==> src/abt_pkg_win.sv <==
package abt_pkg;
  localparam int WIN_L = 6;
  localparam int WIN_R = 3;
  typedef logic [31:0] abt_word_t;
  // Register byte offsets on the Wishbone slave.
  localparam logic [7:0] REG_CTRL  = 8'h00;
  localparam logic [7:0] REG_LAT   = 8'h04;
  localparam logic [7:0] REG_STAT  = 8'h08;
  localparam logic [7:0] REG_RATTR = 8'h0C;
  localparam logic [7:0] REG_LOFS0 = 8'h10;
  localparam logic [7:0] REG_RBAS0 = 8'h30;
  // Field positions and reset values.
  localparam int CTRL_EN_BIT  = 0;
  localparam int ATTR_IO_BIT  = 0;
  localparam int ATTR_PF_BIT  = 3;
  localparam logic [31:0] CTRL_RST = 32'h0000_0000;
  localparam logic [7:0]  LAT_RST  = 8'h40;
  localparam logic [31:0] LOFS_RST = 32'h0000_0000;
  localparam logic [31:0] RBAS_RST = 32'h0000_0000;
  // Bus commands, byte enables and grant hold count.
  localparam logic [3:0] CMD_IO_RD  = 4'h2;
  localparam logic [3:0] CMD_IO_WR  = 4'h3;
  localparam logic [3:0] CMD_MEM_RD = 4'h6;
  localparam logic [3:0] CMD_MEM_WR = 4'h7;
  localparam logic [3:0] BE_ALL     = 4'h0;
  localparam logic [1:0] GNT_HOLD   = 2'h2;
  // Default window set.
  localparam logic [WIN_L-1:0][31:0] L_BASE_DEF  = {WIN_L{32'hFFFF_FFFF}};
  localparam logic [WIN_L-1:0][31:0] L_HIGH_DEF  = {WIN_L{32'h0000_0000}};
  localparam logic [WIN_L-1:0][31:0] L_XLATE_DEF = {WIN_L{32'hFFFF_FFFF}};
  localparam logic [WIN_L-1:0]       L_BO_DEF    = '0;
  localparam logic [WIN_L-1:0]       L_PF_DEF    = '1;
  localparam logic [WIN_L-1:0]       L_MEM_DEF   = '1;
  localparam logic [WIN_R-1:0][4:0]  R_LOG2_DEF  = {WIN_R{5'h14}};
  localparam logic [WIN_R-1:0][31:0] R_XLATE_DEF = {WIN_R{32'h0000_0000}};
  localparam logic [WIN_R-1:0]       R_BO_DEF    = '0;
  localparam logic [WIN_R-1:0]       R_PF_DEF    = '1;

  typedef struct packed {
    logic [31:0] addr;
    logic [31:0] data;
    logic        we;
    logic        last;
  } abt_lreq_s;

  typedef struct packed {
    logic [31:0] addr;
    logic [31:0] data;
    logic        we;
  } abt_treq_s;

  typedef struct packed {
    logic [31:0] addr;
    logic [31:0] data;
    logic        we;
    logic [1:0]  win;
  } abt_tfwd_s;

  function automatic logic [31:0] common_mask(input logic [31:0] b, input logic [31:0] h);
    logic [31:0] m;
    logic        same;
    m = '0;
    same = 1'b1;
    for (int i = 31; i >= 0; i--) begin
      same = same & (b[i] == h[i]);
      m[i] = same;
    end
    return m;
  endfunction

  function automatic logic [31:0] size_mask(input logic [4:0] lg);
    return 32'hFFFF_FFFF << lg;
  endfunction

  function automatic logic [31:0] swap32(input logic [31:0] w);
    return {w[7:0], w[15:8], w[23:16], w[31:24]};
  endfunction
endpackage

`timescale 1ns/1ps
module abt_win (
  input  wire logic        en,
  input  wire logic        xl,
  input  wire logic [31:0] addr,
  input  wire logic [31:0] base,
  input  wire logic [31:0] high,
  input  wire logic [31:0] mask,
  input  wire logic [31:0] repl,
  output logic             hit,
  output logic [31:0]      xaddr
);
  assign hit   = en && (addr >= base) && (addr <= high);
  assign xaddr = xl ? ((repl & mask) | (addr & ~mask)) : addr;
endmodule

==> src/abt_bridge.sv <==
// Added by the designer: the register addresses and the Wishbone register port.
`timescale 1ns/1ps
module abt_bridge #(
  parameter bit                                  INCLUDE_FIFO                   = 1'b1,
  parameter bit                                  runtime_offset_register_select = 1'b0,
  parameter int                                  local_window_count             = 6,
  parameter logic [abt_pkg::WIN_L-1:0][31:0]     local_window_base   = abt_pkg::L_BASE_DEF,
  parameter logic [abt_pkg::WIN_L-1:0][31:0]     local_window_high   = abt_pkg::L_HIGH_DEF,
  parameter logic [abt_pkg::WIN_L-1:0][31:0]     local_to_remote_high_bits = abt_pkg::L_XLATE_DEF,
  parameter logic [abt_pkg::WIN_L-1:0]           local_window_byte_order_select = abt_pkg::L_BO_DEF,
  parameter logic [abt_pkg::WIN_L-1:0]           local_window_prefetchable = abt_pkg::L_PF_DEF,
  parameter logic [abt_pkg::WIN_L-1:0]           local_window_space_type = abt_pkg::L_MEM_DEF,
  parameter logic [abt_pkg::WIN_R-1:0][4:0]      remote_window_size_log2 = abt_pkg::R_LOG2_DEF,
  parameter logic [abt_pkg::WIN_R-1:0][31:0]     remote_to_local_high_bits = abt_pkg::R_XLATE_DEF,
  parameter logic [abt_pkg::WIN_R-1:0]           remote_window_byte_order_select = abt_pkg::R_BO_DEF,
  parameter logic [abt_pkg::WIN_R-1:0]           remote_window_prefetchable = abt_pkg::R_PF_DEF
) (
  input  wire logic               clk,
  input  wire logic               rst_n,
  input  wire logic [7:0]         wb_adr_i,
  input  wire logic [31:0]        wb_dat_i,
  input  wire logic [3:0]         wb_sel_i,
  input  wire logic               wb_we_i,
  input  wire logic               wb_cyc_i,
  input  wire logic               wb_stb_i,
  output logic [31:0]             wb_dat_o,
  output logic                    wb_ack_o,
  input  wire abt_pkg::abt_lreq_s lreq,
  input  wire logic               lreq_valid,
  output logic                    lreq_ready,
  output logic [31:0]             lrsp_data,
  output logic                    lrsp_valid,
  input  wire abt_pkg::abt_treq_s treq,
  input  wire logic               treq_valid,
  output abt_pkg::abt_tfwd_s      tfwd,
  output logic                    tfwd_valid,
  input  wire logic               link_clk,
  input  wire logic               gnt_n,
  input  wire logic               frame_n_i,
  input  wire logic               irdy_n_i,
  input  wire logic               trdy_n,
  input  wire logic [31:0]        ad_i,
  output logic [31:0]             ad_o,
  output logic                    ad_oe,
  output logic [3:0]              cbe_n_o,
  output logic                    frame_n_o,
  output logic                    irdy_n_o,
  output logic                    ctl_oe,
  output logic                    req_n
);
  typedef enum logic [2:0] {ST_IDLE, ST_REQ, ST_ADDR, ST_DATA, ST_TURN} abt_st_e;

  //////////////////////////////////////////////////////////////////////////////
  // Registers.
  logic [31:0]                       ctrl_r;
  logic [7:0]                        lat_r;
  logic [abt_pkg::WIN_L-1:0][31:0]   lofs_r;
  logic [abt_pkg::WIN_R-1:0][31:0]   rbas_r;
  logic                              ack_r;
  logic [31:0]                       rdat_r;
  logic [31:0]                       rdat_nxt;
  logic [31:0]                       wmask;
  logic [31:0]                       rattr;
  logic [31:0]                       stat;
  logic                              wb_req;
  logic                              wb_wr;
  logic                              hit_lofs;
  logic                              hit_rbas;
  logic [2:0]                        idx_lofs;
  logic [1:0]                        idx_rbas;
  abt_st_e                           st_r;

  assign wb_req   = wb_cyc_i && wb_stb_i && !ack_r;
  assign wb_wr    = wb_req && wb_we_i;
  assign hit_lofs = (wb_adr_i >= abt_pkg::REG_LOFS0) && (wb_adr_i < abt_pkg::REG_LOFS0 + 8'h18);
  assign hit_rbas = (wb_adr_i >= abt_pkg::REG_RBAS0) && (wb_adr_i < abt_pkg::REG_RBAS0 + 8'h0C);
  assign idx_lofs = 3'((wb_adr_i - abt_pkg::REG_LOFS0) >> 2);
  assign idx_rbas = 2'((wb_adr_i - abt_pkg::REG_RBAS0) >> 2);
  assign wmask    = {{8{wb_sel_i[3]}}, {8{wb_sel_i[2]}}, {8{wb_sel_i[1]}}, {8{wb_sel_i[0]}}};
  assign stat     = {29'h0, st_r};

  // Remote windows always report memory space with their prefetch flag.
  generate
    for (genvar r = 0; r < abt_pkg::WIN_R; r++) begin : g_attr
      assign rattr[r*8 +: 8] = {4'h0, remote_window_prefetchable[r], 3'h0};
    end
  endgenerate
  assign rattr[31:24] = 8'h00;

  always_comb begin
    rdat_nxt = 32'h0000_0000;
    if (wb_adr_i == abt_pkg::REG_CTRL) begin
      rdat_nxt = ctrl_r;
    end else if (wb_adr_i == abt_pkg::REG_LAT) begin
      rdat_nxt = {24'h0, lat_r};
    end else if (wb_adr_i == abt_pkg::REG_STAT) begin
      rdat_nxt = stat;
    end else if (wb_adr_i == abt_pkg::REG_RATTR) begin
      rdat_nxt = rattr;
    end else if (hit_lofs) begin
      rdat_nxt = lofs_r[idx_lofs];
    end else if (hit_rbas) begin
      rdat_nxt = rbas_r[idx_rbas];
    end
  end

  always_ff @(posedge clk) begin
    if (!rst_n) begin
      ack_r  <= 1'b0;
      rdat_r <= 32'h0000_0000;
      ctrl_r <= abt_pkg::CTRL_RST;
      lat_r  <= abt_pkg::LAT_RST;
      lofs_r <= {abt_pkg::WIN_L{abt_pkg::LOFS_RST}};
      rbas_r <= {abt_pkg::WIN_R{abt_pkg::RBAS_RST}};
    end else begin
      ack_r  <= wb_req;
      rdat_r <= rdat_nxt;
      if (wb_wr && wb_adr_i == abt_pkg::REG_CTRL) begin
        ctrl_r <= (ctrl_r & ~wmask) | (wb_dat_i & wmask);
      end
      if (wb_wr && wb_adr_i == abt_pkg::REG_LAT && wb_sel_i[0]) begin
        lat_r <= wb_dat_i[7:0];
      end
      if (wb_wr && hit_lofs) begin
        lofs_r[idx_lofs] <= (lofs_r[idx_lofs] & ~wmask) | (wb_dat_i & wmask);
      end
      if (wb_wr && hit_rbas) begin
        rbas_r[idx_rbas] <= (rbas_r[idx_rbas] & ~wmask) | (wb_dat_i & wmask);
      end
    end
  end
  assign wb_ack_o = ack_r;
  assign wb_dat_o = rdat_r;

  //////////////////////////////////////////////////////////////////////////////
  // Local window decode and translation.
  logic [abt_pkg::WIN_L-1:0]         l_hit;
  logic [abt_pkg::WIN_L-1:0][31:0]   l_xa;
  logic                              l_any;
  logic [2:0]                        l_sel;

  generate
    for (genvar i = 0; i < abt_pkg::WIN_L; i++) begin : g_lwin
      abt_win u_win (
        .en    (i < local_window_count),
        .xl    (INCLUDE_FIFO),
        .addr  (lreq.addr),
        .base  (local_window_base[i]),
        .high  (local_window_high[i]),
        .mask  (abt_pkg::common_mask(local_window_base[i], local_window_high[i])),
        .repl  (runtime_offset_register_select ? lofs_r[i] : local_to_remote_high_bits[i]),
        .hit   (l_hit[i]),
        .xaddr (l_xa[i])
      );
    end
  endgenerate

  always_comb begin
    l_sel = 3'h0;
    for (int i = abt_pkg::WIN_L - 1; i >= 0; i--) begin
      if (l_hit[i]) begin
        l_sel = 3'(i);
      end
    end
  end
  assign l_any = |l_hit;

  // Remote windows decode against the base the host wrote into the BAR.
  logic [abt_pkg::WIN_R-1:0]         r_hit;
  logic [abt_pkg::WIN_R-1:0][31:0]   r_xa;
  logic [1:0]                        r_sel;

  generate
    for (genvar j = 0; j < abt_pkg::WIN_R; j++) begin : g_rwin
      abt_win u_win (
        .en    (1'b1),
        .xl    (INCLUDE_FIFO),
        .addr  (treq.addr),
        .base  (rbas_r[j] & abt_pkg::size_mask(remote_window_size_log2[j])),
        .high  ((rbas_r[j] & abt_pkg::size_mask(remote_window_size_log2[j]))
                | ~abt_pkg::size_mask(remote_window_size_log2[j])),
        .mask  (abt_pkg::size_mask(remote_window_size_log2[j])),
        .repl  (remote_to_local_high_bits[j]),
        .hit   (r_hit[j]),
        .xaddr (r_xa[j])
      );
    end
  endgenerate
  assign r_sel = r_hit[0] ? 2'h0 : (r_hit[1] ? 2'h1 : 2'h2);

  // Inbound accesses are memory only; a miss is not forwarded.
  always_ff @(posedge clk) begin
    if (!rst_n) begin
      tfwd_valid <= 1'b0;
      tfwd       <= '0;
    end else begin
      tfwd_valid <= treq_valid && (|r_hit);
      tfwd.addr  <= r_xa[r_sel];
      tfwd.we    <= treq.we;
      tfwd.win   <= r_sel;
      tfwd.data  <= (INCLUDE_FIFO && remote_window_byte_order_select[r_sel])
                    ? treq.data : abt_pkg::swap32(treq.data);
    end
  end

  //////////////////////////////////////////////////////////////////////////////
  // Link side sampling: every pin passes two flops first.
  logic [2:0]  lclk_s;
  logic [1:0]  gnt_s;
  logic [1:0]  frm_s;
  logic [1:0]  irdy_s;
  logic [1:0]  trdy_s;
  logic [31:0] ad_s1;
  logic [31:0] ad_s2;
  logic        pe;

  always_ff @(posedge clk) begin
    if (!rst_n) begin
      lclk_s <= 3'h0;
      gnt_s  <= 2'h3;
      frm_s  <= 2'h3;
      irdy_s <= 2'h3;
      trdy_s <= 2'h3;
      ad_s1  <= 32'h0000_0000;
      ad_s2  <= 32'h0000_0000;
    end else begin
      lclk_s <= {lclk_s[1:0], link_clk};
      gnt_s  <= {gnt_s[0], gnt_n};
      frm_s  <= {frm_s[0], frame_n_i};
      irdy_s <= {irdy_s[0], irdy_n_i};
      trdy_s <= {trdy_s[0], trdy_n};
      ad_s1  <= ad_i;
      ad_s2  <= ad_s1;
    end
  end
  assign pe = lclk_s[1] && !lclk_s[2];

  //////////////////////////////////////////////////////////////////////////////
  // Initiator.
  logic [31:0] cur_a_r;
  logic [31:0] cur_d_r;
  logic        cur_we_r;
  logic        cur_last_r;
  logic        cur_io_r;
  logic        cur_bo_r;
  logic [1:0]  gcnt_r;
  logic [7:0]  lcnt_r;
  logic        expired;
  logic        take;
  logic        final_ph;
  logic [31:0] out_d;

  assign expired  = (lcnt_r >= lat_r);
  // Without buffers every access is a single word.
  assign final_ph = cur_last_r || expired || !INCLUDE_FIFO;
  assign take     = lreq_valid && ((st_r == ST_IDLE && ctrl_r[abt_pkg::CTRL_EN_BIT])
                    || (st_r == ST_DATA && pe && !trdy_s[1] && !frame_n_o && cur_we_r));
  assign lreq_ready = take;
  assign out_d    = (INCLUDE_FIFO && cur_bo_r) ? cur_d_r : abt_pkg::swap32(cur_d_r);

  always_ff @(posedge clk) begin
    if (!rst_n) begin
      st_r       <= ST_IDLE;
      cur_a_r    <= 32'h0000_0000;
      cur_d_r    <= 32'h0000_0000;
      cur_we_r   <= 1'b0;
      cur_last_r <= 1'b0;
      cur_io_r   <= 1'b0;
      cur_bo_r   <= 1'b0;
      gcnt_r     <= 2'h0;
      lcnt_r     <= 8'h00;
      req_n      <= 1'b1;
      frame_n_o  <= 1'b1;
      irdy_n_o   <= 1'b1;
      ctl_oe     <= 1'b0;
      ad_oe      <= 1'b0;
      ad_o       <= 32'h0000_0000;
      cbe_n_o    <= 4'h0;
      lrsp_valid <= 1'b0;
      lrsp_data  <= 32'h0000_0000;
    end else begin
      lrsp_valid <= 1'b0;
      case (st_r)
        ST_IDLE: begin
          if (take && l_any) begin
            cur_a_r    <= l_xa[l_sel];
            cur_d_r    <= lreq.data;
            cur_we_r   <= lreq.we;
            cur_last_r <= lreq.last || !lreq.we;
            cur_io_r   <= !local_window_space_type[l_sel];
            cur_bo_r   <= local_window_byte_order_select[l_sel];
            st_r       <= ST_REQ;
          end
        end
        ST_REQ: begin
          if (pe) begin
            req_n  <= 1'b0;
            gcnt_r <= (!req_n && !gnt_s[1]) ? ((gcnt_r < abt_pkg::GNT_HOLD) ? gcnt_r + 2'h1
                      : gcnt_r) : 2'h0;
            if (gcnt_r == abt_pkg::GNT_HOLD - 2'h1 && !gnt_s[1] && frm_s[1] && irdy_s[1]) begin
              st_r      <= ST_ADDR;
              frame_n_o <= 1'b0;
              ctl_oe    <= 1'b1;
              ad_oe     <= 1'b1;
              ad_o      <= cur_a_r;
              cbe_n_o   <= cur_io_r ? (cur_we_r ? abt_pkg::CMD_IO_WR : abt_pkg::CMD_IO_RD)
                           : (cur_we_r ? abt_pkg::CMD_MEM_WR : abt_pkg::CMD_MEM_RD);
              lcnt_r    <= 8'h00;
              gcnt_r    <= 2'h0;
            end
          end
        end
        ST_ADDR: begin
          if (pe) begin
            req_n     <= 1'b1;
            irdy_n_o  <= 1'b0;
            frame_n_o <= final_ph;
            ad_oe     <= cur_we_r;
            ad_o      <= out_d;
            cbe_n_o   <= abt_pkg::BE_ALL;
            lcnt_r    <= lcnt_r + 8'h01;
            st_r      <= ST_DATA;
          end
        end
        ST_DATA: begin
          if (pe) begin
            lcnt_r <= (lcnt_r == 8'hFF) ? lcnt_r : lcnt_r + 8'h01;
            if (!trdy_s[1]) begin
              cur_a_r <= cur_a_r + 32'h0000_0004;
              if (!cur_we_r) begin
                lrsp_valid <= 1'b1;
                lrsp_data  <= (INCLUDE_FIFO && cur_bo_r) ? ad_s2 : abt_pkg::swap32(ad_s2);
              end
              if (frame_n_o || !take) begin
                // With no word ready the frame closes at once, so stale data is never resent.
                irdy_n_o  <= 1'b1;
                frame_n_o <= 1'b1;
                ad_oe     <= 1'b0;
                st_r      <= ST_TURN;
              end else begin
                cur_d_r    <= lreq.data;
                cur_last_r <= lreq.last;
                ad_o       <= (INCLUDE_FIFO && cur_bo_r) ? lreq.data
                              : abt_pkg::swap32(lreq.data);
                frame_n_o  <= lreq.last || expired;
              end
            end else if (expired && !frame_n_o) begin
              frame_n_o <= 1'b1;
            end
          end
        end
        ST_TURN: begin
          if (pe) begin
            ctl_oe <= 1'b0;
            // Words left after a cut burst are taken afresh in idle and request again.
            st_r   <= ST_IDLE;
          end
        end
        default: st_r <= ST_IDLE;
      endcase
    end
  end
endmodule

==> config.mk <==
export PLATFORM = sky130hd
export DESIGN_NAME = abt_bridge
export DESIGN_NICKNAME = d
export VERILOG_FILES = /design/src/abt_pkg_win.sv /design/src/abt_bridge.sv
export SDC_FILE = /design/constraint.sdc
export NUM_CORES = 1
export LEC_CHECK = 0
export BUFFER_PORTS_ARGS = -buffer_cell sky130_fd_sc_hd__buf_4
export CAP_MARGIN = 30
export CELL_PAD_IN_SITES_DETAIL_PLACEMENT = 1
export CELL_PAD_IN_SITES_GLOBAL_PLACEMENT = 1
export CORE_MARGIN = 3
export CORE_UTILIZATION = 40
export DETAILED_ROUTE_END_ITERATION = 12
export GPL_TIMING_DRIVEN = 0
export PLACE_DENSITY_LB_ADDON = 0.25
export REMOVE_ABC_BUFFERS = 1
export SLEW_MARGIN = 25
export SYNTH_ARGS = -nofsm -noshare
export SYNTH_HDL_FRONTEND = slang
export SYNTH_SLANG_ARGS = --single-unit
==> constraint.sdc <==
create_clock -name clk -period 2.4 [get_ports clk]
set_input_delay 0.36 -clock clk [delete_from_list [all_inputs] [get_ports clk]]
set_output_delay 0.36 -clock clk [all_outputs]
set_load 0.05 [all_outputs]
==> flow_summary.toml, run 1 <==
[status]
outcome = "complete, no violations"

[routing]
drtPass1Iterations = 7
drcViolationCount = 0
via_per_inst = 5.399
wl_mm = 96.80
antenna_left = 0
vias = 24329
first_iter_violations = 1578
wl_per_cell_um = 21.48

[timing]
min_period_ns = 2.356
slew_viol_final = 0
maxSlewHeadroom_pct = 36.45
hold_viol = 0
tightest_slew_ns = 0.9532
period_share_pct = 98.17
fin_skew_ns = 0.02548
layout_setup_ws_ns = 0.04401
finalSetupViolCount = 0
max_freq_ghz = 0.4244

[yosys]
synth_edf_count = 0
ys_warn_count = 0
synth-async-reset-ratio_pct = 0
ys.flop_type = "dfxtp_1"
syn_area_per_cell_um2 = 8.912
synth_cells = 3139
synth_cell_types = 63
synth.yosys.seq_area_share_pct = 46.01
netlist_area_mm2 = 0.02798
yosys_register_bits = 643

[hold_path]
hold_path_class = "in -> reg"

[clock_tree]
cts_buffers = 74
clock_latency_ns = 0.61
htree_levels = 3
clk_pin_slew_worst_paths_ns = 0.06
cts_max_path_buffers = 3
cts_sinks = 643
clockRootBuffer = "clkbuf_16"
cts_tree = "yes"

[placement]
port_buffers = 348
preCtsSetupSlack_ns = -1.360
gp_congestion = 0.8377
hpwl_mm = 60.00

[critical_path]
cp.required_ns = 2.92
arrival_ns = 2.88
critPathCaptureType = "register"
crit_type = "reg -> reg"
critPathLaunchType = "register"
crit_fanout = 11

[grt]
globalRouteOverflowTotal = 0
grt_max_degree = 157
grt_pass1_vias = 26451
groute.usage.overall_pct = 25.32
grt_pass1_wl_mm = 147.7
antenna_found_initial = 5

[finish]
final_common_cell = "nand2_1"
areaGrowthSynthToFinish_pct = 28.14
drive_above_1_share_pct = 17.56
nNetsFinal = 3788
fillers = 7786
layout_common_cells = "nand2_1, dfxtp_1, buf_4"

[power]
p_per_area_mw_per_mm2 = 667.0
leakage_nw = 13.50
total_power_w = 0.02391
irDropWorstVdd_mv = 0.5244

[floorplan]
start_util_pct = 40.58
core-area_mm2 = 0.06895
pin_count = 395
die_h_um = 270.5
dieArea_mm2 = 0.07315
rows = 96
die_w_um = 270.5

[job]
cap_violations = 0
[power by group]
part	switching [W]	total, W	internal (W)
logic	0.000948	0.00168	0.000733
clock network	0.00458	0.0114	0.00683
registers	0.0000374	0.0108	0.0108
[flip-flops by register name, indices dropped and copies added, names as in the netlist, 2 cells and up]
| register | cells |
|---|---|
| frm_s | 2 |
| cur_a_r | 32 |
| lat_r | 8 |
| cur_d_r | 32 |
| lcnt_r | 8 |
| rbas_r | 96 |
| ad_s1 | 32 |
| gnt_s | 2 |
| ad_o | 32 |
| cbe_n_o | 2 |
| wb_dat_o | 32 |
| ctrl_r | 32 |
| tfwd | 55 |
| gcnt_r | 2 |
| st_r | 3 |
| irdy_s | 2 |
| ad_s2 | 32 |
| lrsp_data | 32 |
| trdy_s | 2 |
| lclk_s | 3 |
| lofs_r | 192 |
[metal layers]
layer	global-route usage, %	vias up	share of wire (%)
met5	0	-	0
met4	10.85	0	4.2
met3	4.346	230	4.8
met2	46.42	628	51
met1	28.85	12128	40
li1	-	11343	-
[area by class of cell]
class | count | area [um2] | area share, %
Timing Repair Buffer | 528 | 4957 | 13.83
Antenna cell | 5 | 12.51 | 0.03490
Clock buffer | 112 | 2271 | 6.335
Inverter | 57 | 214.0 | 0.5968
Tap cell | 931 | 1165 | 3.249
Multi-Input combinational cell | 2215 | 14180 | 39.56
Sequential cell | 643 | 12880 | 35.94
Clock inverter | 15 | 163.9 | 0.4572
[path summary, 6_finish.rpt]
path | from | endpoint | slack, ns | depth (start not counted)
worst max-delay path | wb_ack_o$_SDFF_PN0_ | lofs_r[7]$_SDFFE_PN0P_ | 0.04 | 8
worst min-delay path | wb_dat_i[15] | ctrl_r[15]$_SDFFE_PN0P_ | 0.03 | 3
worst max register to register | wb_ack_o$_SDFF_PN0_ | lofs_r[7]$_SDFFE_PN0P_ | 0.04 | 8
worst min register to register | gnt_s[0]$_SDFF_PN1_ | gnt_s[1]$_SDFF_PN1_ | 0.42 | 1
[synthesized netlist by cell type (all sizes together) (5+ instances only)]
library cell  count  share of area [%]
dfxtp           643                 46
o21a             66                1.8
a222oi           24               0.86
mux2i           170                6.1
ha               50                2.2
nor3             18               0.38
or2               9               0.20
nand2b           50                1.1
a21o              5               0.13
nor2             36               0.48
a21oi            16               0.33
nand4            19               0.42
a31oi             5               0.11
or3              11               0.25
inv              57               0.76
a221oi           13               0.41
mux4             32                2.6
clkbuf          152                2.0
nor4              8               0.20
a21boi          329                8.8
nand3            53               0.95
and4              9               0.28
and2            149                3.3
o211ai           35               0.94
o21ai           122                2.2
nand2           777                 10
xor2             13               0.41
xnor2            16               0.50
buf              85                1.6
and3             12               0.27
nor3b             5               0.17
nor2b           111                2.5
[critical path, stage by stage, from the launching register on]
cell and delay (ns):
dfxtp_1 0.32, and4b_4 0.60, nand3b_1 0.26, buf_4 0.23, nor3b_4 0.24, buf_6 0.20, buf_6 0.17, nand2_1 0.07
a21boi_1 0.16
[logic make-up (layout without fill, tap and decap cells)]
group | Yosys count | after routing | share of synthesized area [%]
fa+ha+maj | 50 | 50 | 2.236
flops | 643 | 643 | 46.01
other cells | 1 | 18 | 0.01340
xor+xnor | 29 | 29 | 0.9079
buf+inv | 294 | 712 | 4.437
mux | 202 | 202 | 8.659
compound gates | 638 | 638 | 16.29
simple gates | 1282 | 1283 | 21.44
[what timing repair did]
item                                   CTS  global route
cloned                                   2             2
buffers inserted                        27             9
endpoints found under the hold margin   99             0
hold buffers                            99             0
setup endpoints to repair              435           129
gates resized for setup                 33             9
pin swaps                               13             3
[stage by stage]
| stage | setup TNS, ns | hold slack [ns] | utilization [%] | instances | cell area [um2] |
|---|---|---|---|---|---|
| 2_1_floorplan | -353.23 | 0.3863 | - | 2914 | 26990 |
| 3_3_place_gp | -2156.68 | 0.3967 | 44.63 | 4193 | 30770 |
| 3_5_place_dp | -358.35 | 0.4067 | 46.15 | 4235 | 31820 |
| 4_1_cts | 0 | 0.001285 | 51.71 | 4490 | 35650 |
| 5_1_grt | -0.05811 | 0.02044 | 51.99 | 4506 | 35850 |
| 6_report | 0 | 0.03152 | 51.99 | 4506 | 35850 |
No activity file was read; power rests on OpenSTA's default activity.
==> run 2, diff against run 1 <==
--- a/config.mk
+++ b/config.mk
@@ -5,12 +5,11 @@
 export SDC_FILE = /design/constraint.sdc
 export NUM_CORES = 1
 export LEC_CHECK = 0
-export BUFFER_PORTS_ARGS = -buffer_cell sky130_fd_sc_hd__buf_4
+export BUFFER_PORTS_ARGS = -buffer_cell sky130_fd_sc_hd__buf_2
 export CAP_MARGIN = 30
 export CELL_PAD_IN_SITES_DETAIL_PLACEMENT = 1
 export CELL_PAD_IN_SITES_GLOBAL_PLACEMENT = 1
-export CORE_MARGIN = 3
-export CORE_UTILIZATION = 40
+export CORE_UTILIZATION = 44
 export DETAILED_ROUTE_END_ITERATION = 12
 export GPL_TIMING_DRIVEN = 0
 export PLACE_DENSITY_LB_ADDON = 0.25
==> run 2 against run 1 <==
Compared with the run above: total power decreased by 3.2%; register-to-register slack improved by 0.03 ns; sequential power about the same; final cell count decreased by 1.8%; largest power group is now sequential cells; highest routed layer is now met5.
==> flow_summary.toml, run 2 (synthesis gave the netlist of run 1 again) <==
[status]
outcome = "complete, no violations"

[critical_path]
critPathCaptureType = "output pin"
rr_worst_depth = 10
arrival_ns = 1.99
crit_type = "reg -> out"
r2r_end = "ad_o[25]$_SDFFE_PN0P_"
reg2reg_slack_ns = 0.07
r2r-start = "gcnt_r[1]$_SDFFE_PN0P_"
critPathLaunchType = "register"
crit_fanout = 4
cp.required_ns = 2.04

[grt]
antenna_found_initial = 11
grt_pass1_wl_mm = 143.4
groute.usage.overall_pct = 28.30
grt_pass1_vias = 26401
globalRouteOverflowTotal = 0
grt_max_degree = 157

[finish]
nNetsFinal = 3787
final_common_cell = "nand2_1"
drive_above_1_share_pct = 17.68
reg_top3 = "lofs_r (192), rbas_r (96), tfwd (55)"
regMostFlops = "lofs_r"
postLayoutCoreUtil_pct = 55.20
multi_input_area_mm2 = 0.01420
layout_common_cells = "nand2_1, dfxtp_1, buf_2"
regArea_mm2 = 0.01288
fillers = 7245
largest_reg_flops = 192
areaGrowthSynthToFinish_pct = 24.25
layout.cells.non_filler = 4423

[power]
leakage_nw = 13.27
irDropWorstVdd_mv = 0.6283
p_per_area_mw_per_mm2 = 666.1

[clock_tree]
htree_levels = 3
clockRootBuffer = "clkbuf_16"
cts_max_path_buffers = 3
cts_tree = "yes"
clk_pin_slew_worst_paths_ns = 0.06
cts_sinks = 643
clock_latency_ns = 0.61
cts_buffers = 72

[job]
cap_violations = 0

[routing]
wl_per_cell_um = 21.33
vias = 24507
drcViolationCount = 0
via_per_inst = 5.541
first_iter_violations = 1340
antenna_left = 0
wl_mm = 94.33
drtPass1Iterations = 6

[timing]
fin_skew_ns = 0.01652
min_period_ns = 2.348
maxSlewHeadroom_pct = 50.31
slew_viol_final = 0
layout_setup_ws_ns = 0.05175
hold_viol = 0
fin_tns_setup_ns = 0
finalSetupViolCount = 0
period_share_pct = 97.84
max_freq_ghz = 0.4258
tightest_slew_ns = 0.7453

[floorplan]
dieArea_mm2 = 0.06459
die_w_um = 254.2
core-area_mm2 = 0.06297
rows = 92
start_util_pct = 44.43
pin_count = 395
die_h_um = 254.2

[hold_path]
min_from = "lreq[24]"
min_path_cells = 3
hold_end = "cur_d_r[22]$_SDFFE_PN0P_"
hold_path_class = "in -> reg"

[placement]
preCtsSetupSlack_ns = -1.359
port_buffers = 348
gp_congestion = 0.8110
dpl.cell_count = 4152
hpwl_mm = 57.91
[run 2: cell types whose count changed in the layout (fill, tap and decap cells not counted), sizes merged, moves of 2 or more]
cell,change
inv,+2
dlygate4sd3,-6
clkbuf,-12
diode,+3
buf,+5
clkinv,+7
[run 2: worst max-delay path, cell delays in order, from the launching register on]
cell and delay, ns:
dfxtp_4 0.38, buf_16 0.12, and3b_2 0.23, and2_4 0.16
nand2_2 0.06, nor2_2 0.12, o21a_1 0.14, buf_6 0.17
[run 2: where the power goes]
group	switching [W]	internal (W)	leakage (nW)	total, W
registers	0.0000350	0.0108	5.21	0.0108
clock network	0.00455	0.00622	1.12	0.0108
logic	0.000938	0.000626	6.93	0.00156
[run 2: layout make-up]
| class | instances | share of cell area, % |
|---|---|---|
| Sequential cell | 643 | 37.06 |
| Multi-Input combinational cell | 2216 | 40.85 |
| Timing Repair Buffer | 528 | 11.83 |
| Clock buffer | 100 | 5.803 |
| Clock inverter | 25 | 0.7343 |
| Tap cell | 846 | 3.045 |
| Inverter | 57 | 0.6155 |
| Antenna cell | 8 | 0.05759 |
[run 2: what timing repair did]
item,in CTS,in global routing
hold buffers,93,0
cloned,3,3
setup buffers,36,4
endpoints found under the setup margin,443,146
hold endpoints to repair,93,0
pin swaps,14,5
gates resized for setup,25,18
[run 2: how the worst max path moves through the flow]
stage | from | end | slack (ns) | cells past startpoint
finish | st_r[0]$_SDFFE_PN0P_ | lreq_ready | 0.05 | 7
global route | gcnt_r[1]$_SDFFE_PN0P_ | ad_o[23]$_SDFFE_PN0P_ | -0.04 | 10
floorplan | st_r[0]$_SDFFE_PN0P_ | ad_o[0]$_SDFFE_PN0P_ | -1.93 | 5
CTS | st_r[2]$_SDFFE_PN0P_ | ad_o[25]$_SDFFE_PN0P_ | 0.0002 | 8
global placement | wb_adr_i[2] | rbas_r[95]$_SDFFE_PN0P_ | -6.85 | 5
detailed placement | wb_adr_i[3] | lofs_r[33]$_SDFFE_PN0P_ | -1.36 | 11
[run 2: routing by layer]
metal | share of wire (%) | track usage (%) | vias up | wire (um)
met3 | 4.4 | 4.440 | 309 | 4190
met2 | 52 | 52.03 | 633 | 48690
li1 | - | - | 11354 | -
met4 | 4.8 | 13.58 | 6 | 4526
met5 | 0.038 | 0 | - | 36
met1 | 39 | 31.73 | 12205 | 36880
[run 2: metrics by stage]
stage	area, um2	total power, W	hold WS (ns)
after floorplan	26990	0.01171	0.3863
after global placement	29790	0.01243	0.3958
after detailed placement	30920	0.01242	0.4032
after CTS	34600	0.02329	0.0003484
after global routing	34760	0.02382	0.02158
final	34760	0.02315	0.02658
==> run 3, diff against run 2 <==
--- a/config.mk
+++ b/config.mk
@@ -11,7 +11,6 @@
 export CELL_PAD_IN_SITES_GLOBAL_PLACEMENT = 1
 export CORE_UTILIZATION = 44
 export DETAILED_ROUTE_END_ITERATION = 12
-export GPL_TIMING_DRIVEN = 0
 export PLACE_DENSITY_LB_ADDON = 0.25
 export REMOVE_ABC_BUFFERS = 1
 export SLEW_MARGIN = 25
==> run 3 against run 2 <==
Compared with the run above: clock power rose by 4%; core utilization is 0.26 points higher; wire length is 0.52% higher; design area grew 0.47%; critical path type unchanged.
==> flow_summary.toml, run 3 (synthesis gave the netlist of run 1 again) <==
[critical_path]
slowest_stage = "dfxtp_1"
arrival_ns = 1.94
critPathLaunchType = "register"
crit_type = "reg -> out"
critPathMaxStageDelay_ns = 0.35
critPathBufInv = 1
cp.required_ns = 2.04
crit_family = "simple AND/OR/NAND/NOR gates"
crit_fanout = 4
crit_chain = "nor3b_2, and2_1, nand2_1, nor2_1, o21a_1, clkbuf_4"
critPathCaptureType = "output pin"

[routing]
wl_mm = 94.82
drcViolationCount = 0
first_iter_violations = 1430
wl_per_cell_um = 21.10
via_per_inst = 5.481
vias = 24635
drtPass1Iterations = 8
antenna_left = 0

[timing]
finalSetupViolCount = 0
fin_skew_ns = 0.02308
maxSlewHeadroom_pct = 58.70
tightest_slew_ns = 0.6195
min_period_ns = 2.301
max_freq_ghz = 0.4346
hold_viol = 0
hold_slack_ns = 0.01973
rsz0062_at_grt = "true"
slew_viol_final = 0
period_share_pct = 95.88

[placement]
gp_congestion = 0.8389
hpwl_mm = 60.70
port_buffers = 348

[finish]
layout_common_cells = "nand2_1, dfxtp_1, buf_2"
reg_top3 = "lofs_r (192), rbas_r (96), tfwd (55)"
fillers = 7237
final_common_cell = "nand2_1"
regMostFlops = "lofs_r"
areaGrowthSynthToFinish_pct = 24.84
postLayoutCoreUtil_pct = 55.47
nNetsFinal = 3858
drive_above_1_share_pct = 17.73
largest_reg_flops = 192

[clock_tree]
clock_latency_ns = 0.63
cts_sinks = 643
clockRootBuffer = "clkbuf_16"
cts_max_path_buffers = 3
cts_tree = "yes"
cts_buffers = 72
htree_levels = 3
clk_pin_slew_worst_paths_ns = 0.06

[floorplan]
die_w_um = 254.2
start_util_pct = 44.43
dieArea_mm2 = 0.06459
core-area_mm2 = 0.06297
pin_count = 395
rows = 92
die_h_um = 254.2

[grt]
globalRouteOverflowTotal = 0
groute.usage.overall_pct = 28.81
antenna_found_initial = 7
grt_max_degree = 101
grt_pass1_wl_mm = 145.8
grt_pass1_vias = 26466

[power]
irDropWorstVdd_mv = 0.5271
leakage_nw = 13.44
p_per_area_mw_per_mm2 = 675.6

[job]
cap_violations = 0

[hold_path]
hold_path_class = "in -> reg"

[status]
outcome = "complete, no violations"
run 3: cell types whose count changed in the layout (fill, tap and decap cells not counted), sizes merged:
cell         before  now
o21ai           123  122
buf             431  477
dlygate4sd3      93  123
clkbuf          102  110
nand3            54   53
clkinv           17   10
inv              61   62
diode             8    6
bufbuf            2    0
run 3: final timing paths:
| path | slack, ns | start | end | depth (start not counted) |
|---|---|---|---|---|
| setup / recovery | 0.1 | lclk_s[1]$_SDFF_PN0_ | lreq_ready | 6 |
| hold / removal | 0.02 | wb_dat_i[12] | ctrl_r[12]$_SDFFE_PN0P_ | 3 |
| setup reg to reg | 0.23 | rbas_r[63]$_SDFFE_PN0P_ | tfwd_valid$_SDFF_PN0_ | 8 |
| hold reg to reg | 0.42 | gnt_s[0]$_SDFF_PN1_ | gnt_s[1]$_SDFF_PN1_ | 1 |
run 3: routing by layer:
layer | wire [um] | track usage (%) | up-vias
li1 | - | - | 11498
met1 | 37620 | 33.29 | 12254
met2 | 48880 | 52.12 | 650
met3 | 4526 | 4.348 | 227
met4 | 3760 | 13.36 | 6
met5 | 41 | 0 | -
run 3: final cells by class:
class                   instances  area [um2]  area share [%]
repair buffers                601        4418           12.65
clock buffers                 109        2081           5.958
clock inverters                19       272.8          0.7810
well taps                     846        1059           3.031
inverters                      57       214.0          0.6126
flip-flops and latches        643       12870           36.86
diodes                          6       15.01         0.04299
multi-input cells            2214       13990           40.06
run 3: worst register-to-register path: stages (launching register included):
cell,delay (ns)
dfxtp_1,0.35
inv_1,0.06
ha_1,0.29
a2111oi_0,0.33
o21ai_0,0.15
nor2_1,0.21
o2bb2a_1,0.27
nor3b_2,0.22
o311a_1,0.21
run 3: metrics by stage:
| step | setup TNS [ns] | power (W) | cells | setup WS, ns | cell area [um2] |
|---|---|---|---|---|---|
| global route | -0.03435 | 0.02433 | 4494 | -0.03435 | 34920 |
| CTS | 0 | 0.02371 | 4489 | 0.00005751 | 34900 |
| global placement | 0 | 0.01242 | 4238 | 0.09054 | 31310 |
| floorplan | -353.23 | 0.01171 | 2914 | -1.934 | 26990 |
| finish | 0 | 0.02360 | 4495 | 0.09898 | 34920 |
| detailed placement | 0 | 0.01247 | 4238 | 0.03737 | 31310 |
run 3: repair_timing:
item / in CTS / in global routing
gates resized for setup: 2 / 3
hold buffers: 123 / 0
endpoints found under the hold margin: 123 / 0
setup buffers: 0 / 0
setup endpoints to repair: 1 / 4
run 3: power breakdown:
group | total, W | leakage, nW | internal [W] | switching [W]
Sequential | 0.0108 | 5.21 | 0.0108 | 0.0000362
Clock | 0.0112 | 1.15 | 0.00639 | 0.00477
Combinational | 0.00162 | 7.08 | 0.000664 | 0.000951
Total | 0.0236 | 13.4 | 0.0178 | 0.00576
